==> src/inc/rth_pkg.sv <==
// package: port addresses, register indices, field positions and timing constants for horizontal timing
package rth_pkg;

    // i/o port addresses; the middle digit follows the mono/colour select
    localparam logic [15:0] RTH_MONO_INDEX_PORT  = 16'h03b4;  // index port, monochrome
    localparam logic [15:0] RTH_MONO_DATA_PORT   = 16'h03b5;  // data port, monochrome
    localparam logic [15:0] RTH_COLOR_INDEX_PORT = 16'h03d4;  // index port, colour
    localparam logic [15:0] RTH_COLOR_DATA_PORT  = 16'h03d5;  // data port, colour

    // index pointer width: low five bits select, upper three read as zero
    localparam int          RTH_INDEX_W          = 5;
    localparam logic [2:0]  RTH_INDEX_RSVD       = 3'h0;

    // register indices behind the data port
    localparam logic [4:0]  RTH_IDX_HORIZONTAL_TOTAL      = 5'h00;
    localparam logic [4:0]  RTH_IDX_DISPLAY_END_COUNT     = 5'h01;
    localparam logic [4:0]  RTH_IDX_BLANK_START_COUNT     = 5'h02;
    localparam logic [4:0]  RTH_IDX_BLANK_END_AND_SKEW    = 5'h03;
    localparam logic [4:0]  RTH_IDX_RETRACE_START_COUNT   = 5'h04;
    localparam logic [4:0]  RTH_IDX_RETRACE_END_AND_DELAY = 5'h05;

    // reset value of every timing register and of the index pointer; read value of an unmapped index
    localparam logic [7:0]  RTH_REG_RESET        = 8'h00;
    localparam logic [7:0]  RTH_READ_UNMAPPED    = 8'h00;

    // field positions inside the end-blank and end-retrace registers
    localparam int          RTH_SKEW_LSB         = 5;   // skew / delay code, low bit
    localparam int          RTH_SKEW_MSB         = 6;   // skew / delay code, high bit
    localparam int          RTH_END_LOW_MSB      = 4;   // five-bit end field, top bit
    localparam int          RTH_BLANK_MSB_BIT    = 7;   // sixth end-blank bit in end-retrace
    localparam logic [7:0]  RTH_EBLANK_WMASK     = 8'h7f; // bit 7 of end-blank is reserved

    // horizontal total bias: programmed value is total characters less this
    localparam logic [8:0]  RTH_TOTAL_BIAS       = 9'h005;

    // character clock width in dots
    localparam logic [3:0]  RTH_DOTS_WIDE        = 4'h9;
    localparam logic [3:0]  RTH_DOTS_NARROW      = 4'h8;

    // longest skew or delay in character clocks
    localparam int          RTH_MAX_DELAY        = 3;

endpackage

==> src/inc/rth_dly_if.sv <==
// interface: one programmable character-clock delay line between the timing core and its delay module
`timescale 1ns/1ns
interface rth_dly_if;
    logic       tick;   // character clock strobe
    logic       din;    // undelayed timing level
    logic [1:0] sel;    // delay code in character clocks
    logic       dout;   // delayed timing level

    // timing core side
    modport drv  (output tick, output din, output sel, input dout);
    // delay module side
    modport line (input tick, input din, input sel, output dout);
endinterface

==> src/verilog/rth_delay_line.sv <==
// module: delays one timing level by 0 to 3 character clocks
`timescale 1ns/1ns
module rth_delay_line #(
    parameter int MAX_DELAY = rth_pkg::RTH_MAX_DELAY
) (
    input  wire logic core_clk_i,   // dot clock
    input  wire logic arst_n_i,     // asynchronous reset, active low
    rth_dly_if.line   dly           // delay request and result
);
    import rth_pkg::*;

    logic [MAX_DELAY-1:0] tap_q;    // one tap per character clock of delay
    logic [1:0]           sel_q;    // delay code, taken only between characters

    // shift the level along on each character clock
    always_ff @(posedge core_clk_i or negedge arst_n_i) begin
        if (!arst_n_i) begin
            tap_q <= '0;
            sel_q <= '0;
        end else if (dly.tick) begin
            tap_q <= {tap_q[MAX_DELAY-2:0], dly.din};
            sel_q <= dly.sel;
        end
    end

    // pick the tap; code zero passes the level straight through
    always_comb begin
        if (sel_q == 2'h0) begin
            dly.dout = dly.din;
        end else begin
            dly.dout = tap_q[sel_q - 2'h1];
        end
    end
endmodule

==> src/verilog/rth_htiming.sv <==
// module: horizontal timing of the raster timing controller with its index/data register ports
`timescale 1ns/1ns
module rth_htiming #(
    parameter int COUNT_W = 9       // width of the horizontal character counter
) (
    input  wire logic               core_clk_i,     // dot clock, one dot per edge
    input  wire logic               arst_n_i,       // asynchronous reset, active low
    input  wire logic [15:0]        io_addr_i,      // host i/o address
    input  wire logic               io_wr_i,        // host i/o write strobe, one cycle
    input  wire logic               io_rd_i,        // host i/o read strobe, one cycle
    input  wire logic [7:0]         io_wdata_i,     // host write data
    output logic      [7:0]         io_rdata_o,     // host read data, registered
    output logic                    io_rvalid_o,    // read data valid, one cycle
    input  wire logic               color_sel_i,    // miscellaneous output bit 0: 1 colour, 0 mono
    input  wire logic               ext_lock_i,     // extended lock register bit 5
    input  wire logic               vr_protect_i,   // vertical retrace end register bit 7
    input  wire logic               vga_mode_i,     // 1 vga mode, 0 legacy text-controller mode
    input  wire logic               dot8_sel_i,     // clocking mode bit 0: 1 eight dots, 0 nine
    output logic                    char_tick_o,    // character clock strobe, registered
    output logic      [COUNT_W-1:0] hcount_o,       // horizontal character count, registered
    output logic                    hblank_o,       // horizontal blanking, active high
    output logic                    hsync_o,        // horizontal retrace, active high, delayed
    output logic                    disp_en_o       // display enable, active high, skewed
);
    import rth_pkg::*;

    // ---- register file ----
    logic [RTH_INDEX_W-1:0] index_q;            // timing index pointer
    logic [7:0]             horizontal_total_q; // total characters less five
    logic [7:0]             display_end_count_q;// displayed characters per line
    logic [7:0]             blank_start_count_q;// blanking start position
    logic [7:0]             blank_end_and_skew_q;// end-blank low bits and display skew
    logic [7:0]             retrace_start_count_q;// retrace start position
    logic [7:0]             retrace_end_and_delay_q;// end-retrace, blank msb, retrace delay

    // ---- port decode ----
    logic [15:0]            index_port;         // index port for current configuration
    logic [15:0]            data_port;          // data port for current configuration
    logic                   index_hit;          // access targets the index port
    logic                   data_hit;           // access targets the data port
    logic                   idx_wr;             // index port write
    logic                   data_wr;            // data port write
    logic                   timing_locked;      // blank/retrace registers write-protected

    // ---- timing core ----
    logic [3:0]             dot_cnt_q;          // dot position within the character
    logic [3:0]             dot_last;           // last dot of the character
    logic                   char_tick;          // one-dot strobe per character clock
    logic [COUNT_W-1:0]     hcnt_q;             // horizontal character counter
    logic [COUNT_W-1:0]     hcnt_last;          // last count of a scan line
    logic [COUNT_W-1:0]     hcnt_nxt;           // count of the next character
    logic                   line_end;           // counter wraps on this character clock
    logic                   de_q;               // display enable before skew
    logic                   blank_q;            // blanking level
    logic [5:0]             blank_w_q;          // characters blanked so far
    logic [5:0]             blank_w_next;       // blank width after this character
    logic [5:0]             blank_end;          // six-bit blank width value
    logic                   retrace_q;          // retrace level before delay
    logic [4:0]             retrace_end;        // five-bit retrace end field
    logic [7:0]             rd_mux;             // data port read value

    // the two delay lines, one for display enable and one for retrace
    rth_dly_if de_dly ();
    rth_dly_if rt_dly ();

    // ---- i/o decode ----
    // the middle digit of both port addresses follows the mono/colour select
    always_comb begin
        if (color_sel_i) begin
            index_port = RTH_COLOR_INDEX_PORT;
            data_port  = RTH_COLOR_DATA_PORT;
        end else begin
            index_port = RTH_MONO_INDEX_PORT;
            data_port  = RTH_MONO_DATA_PORT;
        end
    end

    assign index_hit = (io_addr_i == index_port);
    assign data_hit  = (io_addr_i == data_port);
    assign idx_wr    = io_wr_i && index_hit;
    assign data_wr   = io_wr_i && data_hit;

    // blank and retrace registers hold their value under either lock or outside vga mode
    assign timing_locked = ext_lock_i || vr_protect_i || !vga_mode_i;

    // ---- index pointer ----
    // only the low five bits are kept; the upper three read back as zero
    always_ff @(posedge core_clk_i or negedge arst_n_i) begin
        if (!arst_n_i) begin
            index_q <= RTH_REG_RESET[RTH_INDEX_W-1:0];
        end else if (idx_wr) begin
            index_q <= io_wdata_i[RTH_INDEX_W-1:0];
        end
    end

    // ---- total and display-end registers ----
    // these two apply in both modes and are never locked here
    always_ff @(posedge core_clk_i or negedge arst_n_i) begin
        if (!arst_n_i) begin
            horizontal_total_q  <= RTH_REG_RESET;
            display_end_count_q <= RTH_REG_RESET;
        end else if (data_wr) begin
            // the stored index picks the target
            if (index_q == RTH_IDX_HORIZONTAL_TOTAL) begin
                horizontal_total_q <= io_wdata_i;
            end
            if (index_q == RTH_IDX_DISPLAY_END_COUNT) begin
                display_end_count_q <= io_wdata_i;
            end
        end
    end

    // ---- blank and retrace registers ----
    // writes are dropped silently while locked; reads still work
    always_ff @(posedge core_clk_i or negedge arst_n_i) begin
        if (!arst_n_i) begin
            blank_start_count_q     <= RTH_REG_RESET;
            blank_end_and_skew_q    <= RTH_REG_RESET;
            retrace_start_count_q   <= RTH_REG_RESET;
            retrace_end_and_delay_q <= RTH_REG_RESET;
        end else if (data_wr && !timing_locked) begin
            case (index_q)
                RTH_IDX_BLANK_START_COUNT: begin
                    blank_start_count_q <= io_wdata_i;
                end
                RTH_IDX_BLANK_END_AND_SKEW: begin
                    // reserved top bit is not stored
                    blank_end_and_skew_q <= io_wdata_i & RTH_EBLANK_WMASK;
                end
                RTH_IDX_RETRACE_START_COUNT: begin
                    retrace_start_count_q <= io_wdata_i;
                end
                RTH_IDX_RETRACE_END_AND_DELAY: begin
                    retrace_end_and_delay_q <= io_wdata_i;
                end
                default: begin
                    // other indices belong to other blocks
                end
            endcase
        end
    end

    // ---- read path ----
    // data port read returns the register under the index, zero elsewhere
    always_comb begin
        case (index_q)
            RTH_IDX_HORIZONTAL_TOTAL:      rd_mux = horizontal_total_q;
            RTH_IDX_DISPLAY_END_COUNT:     rd_mux = display_end_count_q;
            RTH_IDX_BLANK_START_COUNT:     rd_mux = blank_start_count_q;
            RTH_IDX_BLANK_END_AND_SKEW:    rd_mux = blank_end_and_skew_q;
            RTH_IDX_RETRACE_START_COUNT:   rd_mux = retrace_start_count_q;
            RTH_IDX_RETRACE_END_AND_DELAY: rd_mux = retrace_end_and_delay_q;
            default:                       rd_mux = RTH_READ_UNMAPPED;
        endcase
    end

    // read data is captured one edge after the strobe and then held
    always_ff @(posedge core_clk_i or negedge arst_n_i) begin
        if (!arst_n_i) begin
            io_rdata_o  <= RTH_READ_UNMAPPED;
            io_rvalid_o <= 1'b0;
        end else begin
            io_rvalid_o <= io_rd_i && (index_hit || data_hit);
            if (io_rd_i && index_hit) begin
                io_rdata_o <= {RTH_INDEX_RSVD, index_q};
            end else if (io_rd_i && data_hit) begin
                io_rdata_o <= rd_mux;
            end
        end
    end

    // ---- character clock ----
    // the divider counts dots; width follows the dot select bit
    assign dot_last  = (dot8_sel_i ? RTH_DOTS_NARROW : RTH_DOTS_WIDE) - 4'h1;
    assign char_tick = (dot_cnt_q >= dot_last); // a narrowing switch never stalls the divider

    // dot counter, restarts each character
    always_ff @(posedge core_clk_i or negedge arst_n_i) begin
        if (!arst_n_i) begin
            dot_cnt_q <= 4'h0;
        end else if (char_tick) begin
            dot_cnt_q <= 4'h0;
        end else begin
            dot_cnt_q <= dot_cnt_q + 4'h1;
        end
    end

    // ---- horizontal character counter ----
    // a line is programmed total plus five characters, so the last count is total plus four
    assign hcnt_last = COUNT_W'({1'b0, horizontal_total_q} + RTH_TOTAL_BIAS - 9'h001);
    assign line_end  = (hcnt_q >= hcnt_last); // a shortened total still wraps
    assign hcnt_nxt  = line_end ? '0 : hcnt_q + COUNT_W'(1);

    // counter steps once per character clock and wraps to zero
    always_ff @(posedge core_clk_i or negedge arst_n_i) begin
        if (!arst_n_i) begin
            hcnt_q <= '0;
        end else if (char_tick) begin
            hcnt_q <= hcnt_nxt;
        end
    end

    // ---- display enable ----
    // decided per character so a register write never splits a character
    always_ff @(posedge core_clk_i or negedge arst_n_i) begin
        if (!arst_n_i) begin
            de_q <= 1'b0;
        end else if (char_tick) begin
            de_q <= (hcnt_nxt < COUNT_W'(display_end_count_q));
        end
    end

    // ---- horizontal blanking ----
    // six-bit width value: five bits from end-blank, msb from end-retrace
    assign blank_end    = {retrace_end_and_delay_q[RTH_BLANK_MSB_BIT],
                           blank_end_and_skew_q[RTH_END_LOW_MSB:0]};
    assign blank_w_next = blank_w_q + 6'h01;

    // blanking starts on the start match and lasts W characters; W of zero gives 64
    always_ff @(posedge core_clk_i or negedge arst_n_i) begin
        if (!arst_n_i) begin
            blank_q   <= 1'b0;
            blank_w_q <= 6'h00;
        end else if (char_tick) begin
            if (hcnt_nxt == COUNT_W'(blank_start_count_q)) begin
                // start wins over an end in the same character
                blank_q   <= 1'b1;
                blank_w_q <= 6'h00;
            end else if (blank_q) begin
                blank_w_q <= blank_w_next;
                if (blank_w_next == blank_end) begin
                    blank_q <= 1'b0;
                end
            end
        end
    end

    // ---- horizontal retrace ----
    assign retrace_end = retrace_end_and_delay_q[RTH_END_LOW_MSB:0];

    // retrace starts on the full eight-bit match and ends on a five-bit match
    always_ff @(posedge core_clk_i or negedge arst_n_i) begin
        if (!arst_n_i) begin
            retrace_q <= 1'b0;
        end else if (char_tick) begin
            if (hcnt_nxt == COUNT_W'(retrace_start_count_q)) begin
                retrace_q <= 1'b1;
            end else if (hcnt_nxt[RTH_END_LOW_MSB:0] == retrace_end) begin
                retrace_q <= 1'b0;
            end
        end
    end

    // ---- skew and delay lines ----
    // display enable skew code from end-blank bits 6:5
    assign de_dly.tick = char_tick;
    assign de_dly.din  = de_q;
    assign de_dly.sel  = blank_end_and_skew_q[RTH_SKEW_MSB:RTH_SKEW_LSB];

    // retrace delay code from end-retrace bits 6:5
    assign rt_dly.tick = char_tick;
    assign rt_dly.din  = retrace_q;
    assign rt_dly.sel  = retrace_end_and_delay_q[RTH_SKEW_MSB:RTH_SKEW_LSB];

    rth_delay_line #(
        .MAX_DELAY (RTH_MAX_DELAY)
    ) u_de_skew (
        .core_clk_i (core_clk_i),
        .arst_n_i   (arst_n_i),
        .dly        (de_dly.line)
    );

    rth_delay_line #(
        .MAX_DELAY (RTH_MAX_DELAY)
    ) u_rt_delay (
        .core_clk_i (core_clk_i),
        .arst_n_i   (arst_n_i),
        .dly        (rt_dly.line)
    );

    // ---- output registers ----
    // every timing output leaves through a flop, one dot after its source
    always_ff @(posedge core_clk_i or negedge arst_n_i) begin
        if (!arst_n_i) begin
            char_tick_o <= 1'b0;
            hcount_o    <= '0;
            hblank_o    <= 1'b0;
            hsync_o     <= 1'b0;
            disp_en_o   <= 1'b0;
        end else begin
            char_tick_o <= char_tick;
            hcount_o    <= hcnt_q;
            hblank_o    <= blank_q;
            hsync_o     <= rt_dly.dout;
            disp_en_o   <= de_dly.dout;
        end
    end

endmodule
==> config.mk <==
export PLATFORM = sky130hd
export DESIGN_NAME = rth_htiming
export DESIGN_NICKNAME = d
export VERILOG_FILES = /design/src/inc/rth_pkg.sv /design/src/inc/rth_dly_if.sv /design/src/verilog/rth_delay_line.sv /design/src/verilog/rth_htiming.sv
export SDC_FILE = /design/constraint.sdc
export NUM_CORES = 1
export LEC_CHECK = 0
export ABC_AREA = 1
export BUFFER_PORTS_ARGS = -buffer_cell sky130_fd_sc_hd__buf_2
export CAP_MARGIN = 10
export CORE_ASPECT_RATIO = 0.5
export CORE_MARGIN = 3
export CORE_UTILIZATION = 52
export DETAILED_ROUTE_END_ITERATION = 7
export GPL_TIMING_DRIVEN = 0
export HOLD_SLACK_MARGIN = 0.05
export PLACE_DENSITY_LB_ADDON = 0.08
export RECOVER_POWER = 25
export SETUP_SLACK_MARGIN = 0.15
export SYNTH_ARGS = -nofsm -noshare
export SYNTH_HDL_FRONTEND = slang
export SYNTH_SLANG_ARGS = --single-unit
export TNS_END_PERCENT = 100
==> constraint.sdc <==
create_clock -name core_clk_i -period 2.7 [get_ports core_clk_i]
set_clock_uncertainty 0.1 [all_clocks]
set_input_delay 0.135 -clock core_clk_i [delete_from_list [all_inputs] [get_ports core_clk_i]]
set_output_delay 0.135 -clock core_clk_i [all_outputs]
set_load 0.01 [all_outputs]
==> impl_results.md <==
* # setup viols final at 9
* Rel. slew slack at 11.9%
* Vias in the first global route at 4762
* Hold_sp: io_addr_i[1]
* Max-slew violations at 0
* Synth area leaders: dfrtp_1 (45%), nand2_1 (11%), ha_1 (5.5%)
* Final worst-path cycle share at 110%
* Vias at 4987
* Latest clock arrival within the worst-skew pair at 0.35 ns
* Period minus WS final at 2.96 ns
* CTS tree: built
* Final Hold Violating Endpoints at 0
* Largest net degree at the start of global routing at 59
* Worst-path maximum fanout at 5
* DRC Markers at 0
* First-pass GRT wire length at 24800 um
* Mapped Cells at 684
* Sink Count at 106
* Max IR drop VDD at 344 uV
* Pwr/cell area at 725 nW/um2
* Outcome: complete, but fails checks
* Post-synth top area share at 44.7%
* Non-Filler Instances at 909
* Most used flip-flop cell after synthesis: dfrtp_1
* Fmax at 337 MHz
* Grt total ovfl at 0
* Die Height at 81.5 um
* Crit. Startpoint: horizontal_total_q[2]
* CP Class: register to register
* I/O Pins at 55
* Die X at 157 um
* Worst-Margin Slew at 1.32 ns
* N_diodes at 0
* Syn_nets at 743
* EDFF count, synth at 0
* Inst Count DP at 878
* Layout net count at 823
* Final core occ at 65.2%
* Port Buffers at 53
* Detailed Routing Iterations Pass 1 at 5
* Leak Pwr at 0.00334 uW
* Num CTS Buffers at 9
* Finished Cell Area at 6930 um2
* Hold Path Stages at 4
* GP Congestion at 0.923
* Startpoint types: register
* Placed cell area at 6420 um2
* CP endpoint kind: register
* Layout area overhead at 16.9%
* Mapped cell area at 5930 um2
* Vias/cell at 5.49
* Average size of a mapped cell at 8.67 um2
* Sequential area share after synthesis at 44.7%
* Max Cap Violations at 0
* Most common cell in the netlist: nand2_1
* Clk root buf: clkbuf_16
* WL final at 15300 um
* CP arrival at 3.09 ns
* Post-layout worst setup margin at -0.265 ns
* RSZ-0062 raised after global routing: yes
* Initial Util at 55.8%
* Initial DRC count at 372
* YS warnings at 0
* Reg-to-reg startpoint: horizontal_total_q[2]
* Most instantiated cells after synthesis: nand2_1 (168), dfrtp_1 (106), inv_1 (86)
* Hold crit path type: primary input to register
* FFs w/ async S/R, synth at 100%
* Detail Route Antenna Nets at 0
* FF+latch count, synth at 106
* Total core area at 10600 um2
* Wire per inst at 16.8 um
* DIE AREA at 12800 um2
* Hold Path End: io_rdata_o[5]
* Reg-to-reg critical path endpoint: de_dly.din
* Half-perimeter wire length after placement at 11100 um
* Hold Slack at 0.0557 ns
* # rows at 26
* Failing checks: setup timing
* H-tree depth at 3
* FF-to-FF setup slack at -0.26 ns
* Antenna violations before repair at 0
* Layout cells sized above 1 at 22.4%
* Reg2Reg Depth at 18
* Yosys top cell by area: dfrtp_1
* Fillers at 878
* Clk pin slew, worst setup/hold paths at 0.07 ns
* Data required, critical path at 2.83 ns
* Clock buffer depth at 2
* Yosys cell types at 51
* Global-route usage over all layers at 25.3%
-- layer usage --
layer	up-vias	global-route usage (%)	routed length, um
met5	-	0	0
met4	0	4.68	154
met3	18	6.05	1290
met2	198	38.5	6290
met1	2329	37.4	7570
li1	2442	-	-
-- cell usage in the layout, fill, tap and decap left out, types with 6 or more instances in the layout --
cell	count
nor2_4	6
o21ai_2	16
nor2_1	23
buf_2	57
o21ai_0	44
nor3_1	7
nand4_1	16
nand2_2	9
nand3_1	24
o211ai_1	7
dfrtp_1	105
inv_1	82
o21ai_1	28
nand2_1	166
clkbuf_16	9
clkbuf_1	6
xnor2_1	7
buf_4	11
inv_2	11
a21oi_1	11
nand3_4	9
o22ai_1	6
xor2_1	13
ha_1	22
-- flip-flops by register name (all words and copies together) (netlist names), 2 cells and up --
name and flops:
hcnt_q 9, hcount_o 9, blank_start_count_q 8, display_end_count_q 8, horizontal_total_q 8, io_rdata_o 8
retrace_end_and_delay_q 8, retrace_start_count_q 8, blank_end_and_skew_q 7, blank_w_q 6, index_q 5, dot_cnt_q 4
u_de_skew.tap_q 3, u_rt_delay.tap_q 3, u_de_skew.sel_q 2, u_rt_delay.sel_q 2
-- layout make-up --
type,instances,area [um2],share of cell area [%]
clock buffers,11,233,3.36
inverters,94,355,5.13
clock inverters,5,61.3,0.884
flip-flops and latches,106,2650,38.3
well taps,140,175,2.53
multi-input cells,471,2940,42.5
plain buffers,13,90.1,1.30
repair buffers,69,420,6.06
-- per-stage QoR --
stage | total power (uW) | setup WS, ns | TNS (ns)
floorplan | 3040 | -0.0483 | -0.0483
global placement | 3490 | -0.624 | -3.01
detailed placement | 3530 | -0.629 | -3.22
CTS | 4980 | -0.221 | -1.54
global route | 5340 | -0.415 | -3.38
finish | 5030 | -0.265 | -1.79
-- kinds of logic (layout without fill, tap and decap cells) --
group,after synthesis,after routing,share of synthesized area (%)
flip-flops,106,106,44.7
adder cells (fa/ha/maj),26,26,5.48
AO/OA/AOI/OAI,134,134,13.8
buffers and inverters,107,192,7.47
XOR/XNOR,21,21,3.23
AND/OR/NAND/NOR,290,290,25.3
-- worst max path at each step --
stage,to,slack (ns),cells after the start
after detailed placement,de_dly.din,-0.63,17
final,de_dly.din,-0.26,18
after global placement,de_dly.din,-0.62,17
after global routing,blank_w_q[3],-0.41,18
after floorplan,de_dly.din,-0.05,18
after CTS,de_dly.din,-0.22,18
-- timing repair --
item	4_1_cts	5_1_grt
endpoints found under the hold margin	52	0
pin swaps	18	1
setup endpoints to repair	10	10
gates resized for setup	16	7
setup buffers	12	0
hold buffers	3	0
-- report_power, final --
part / switching [uW] / internal, uW
combinational: 1170 / 639
clock: 595 / 727
sequential: 131 / 1770
-- worst max-delay path: stages, from the launching register on --
cell	delay, ns
dfrtp_2	0.44
ha_4	0.18
nand2_2	0.07
nor2_4	0.04
xor2_1	0.16
ha_1	0.31
a21oi_2	0.06
o21a_1	0.19
buf_6	0.15
nand3_4	0.11
inv_2	0.07
ha_4	0.26
inv_2	0.04
o31ai_2	0.25
a21oi_2	0.06
o21ai_1	0.13
nand2_1	0.08
nand2_2	0.07
o21ai_1	0.06
(Power assumes the default switching activity.)
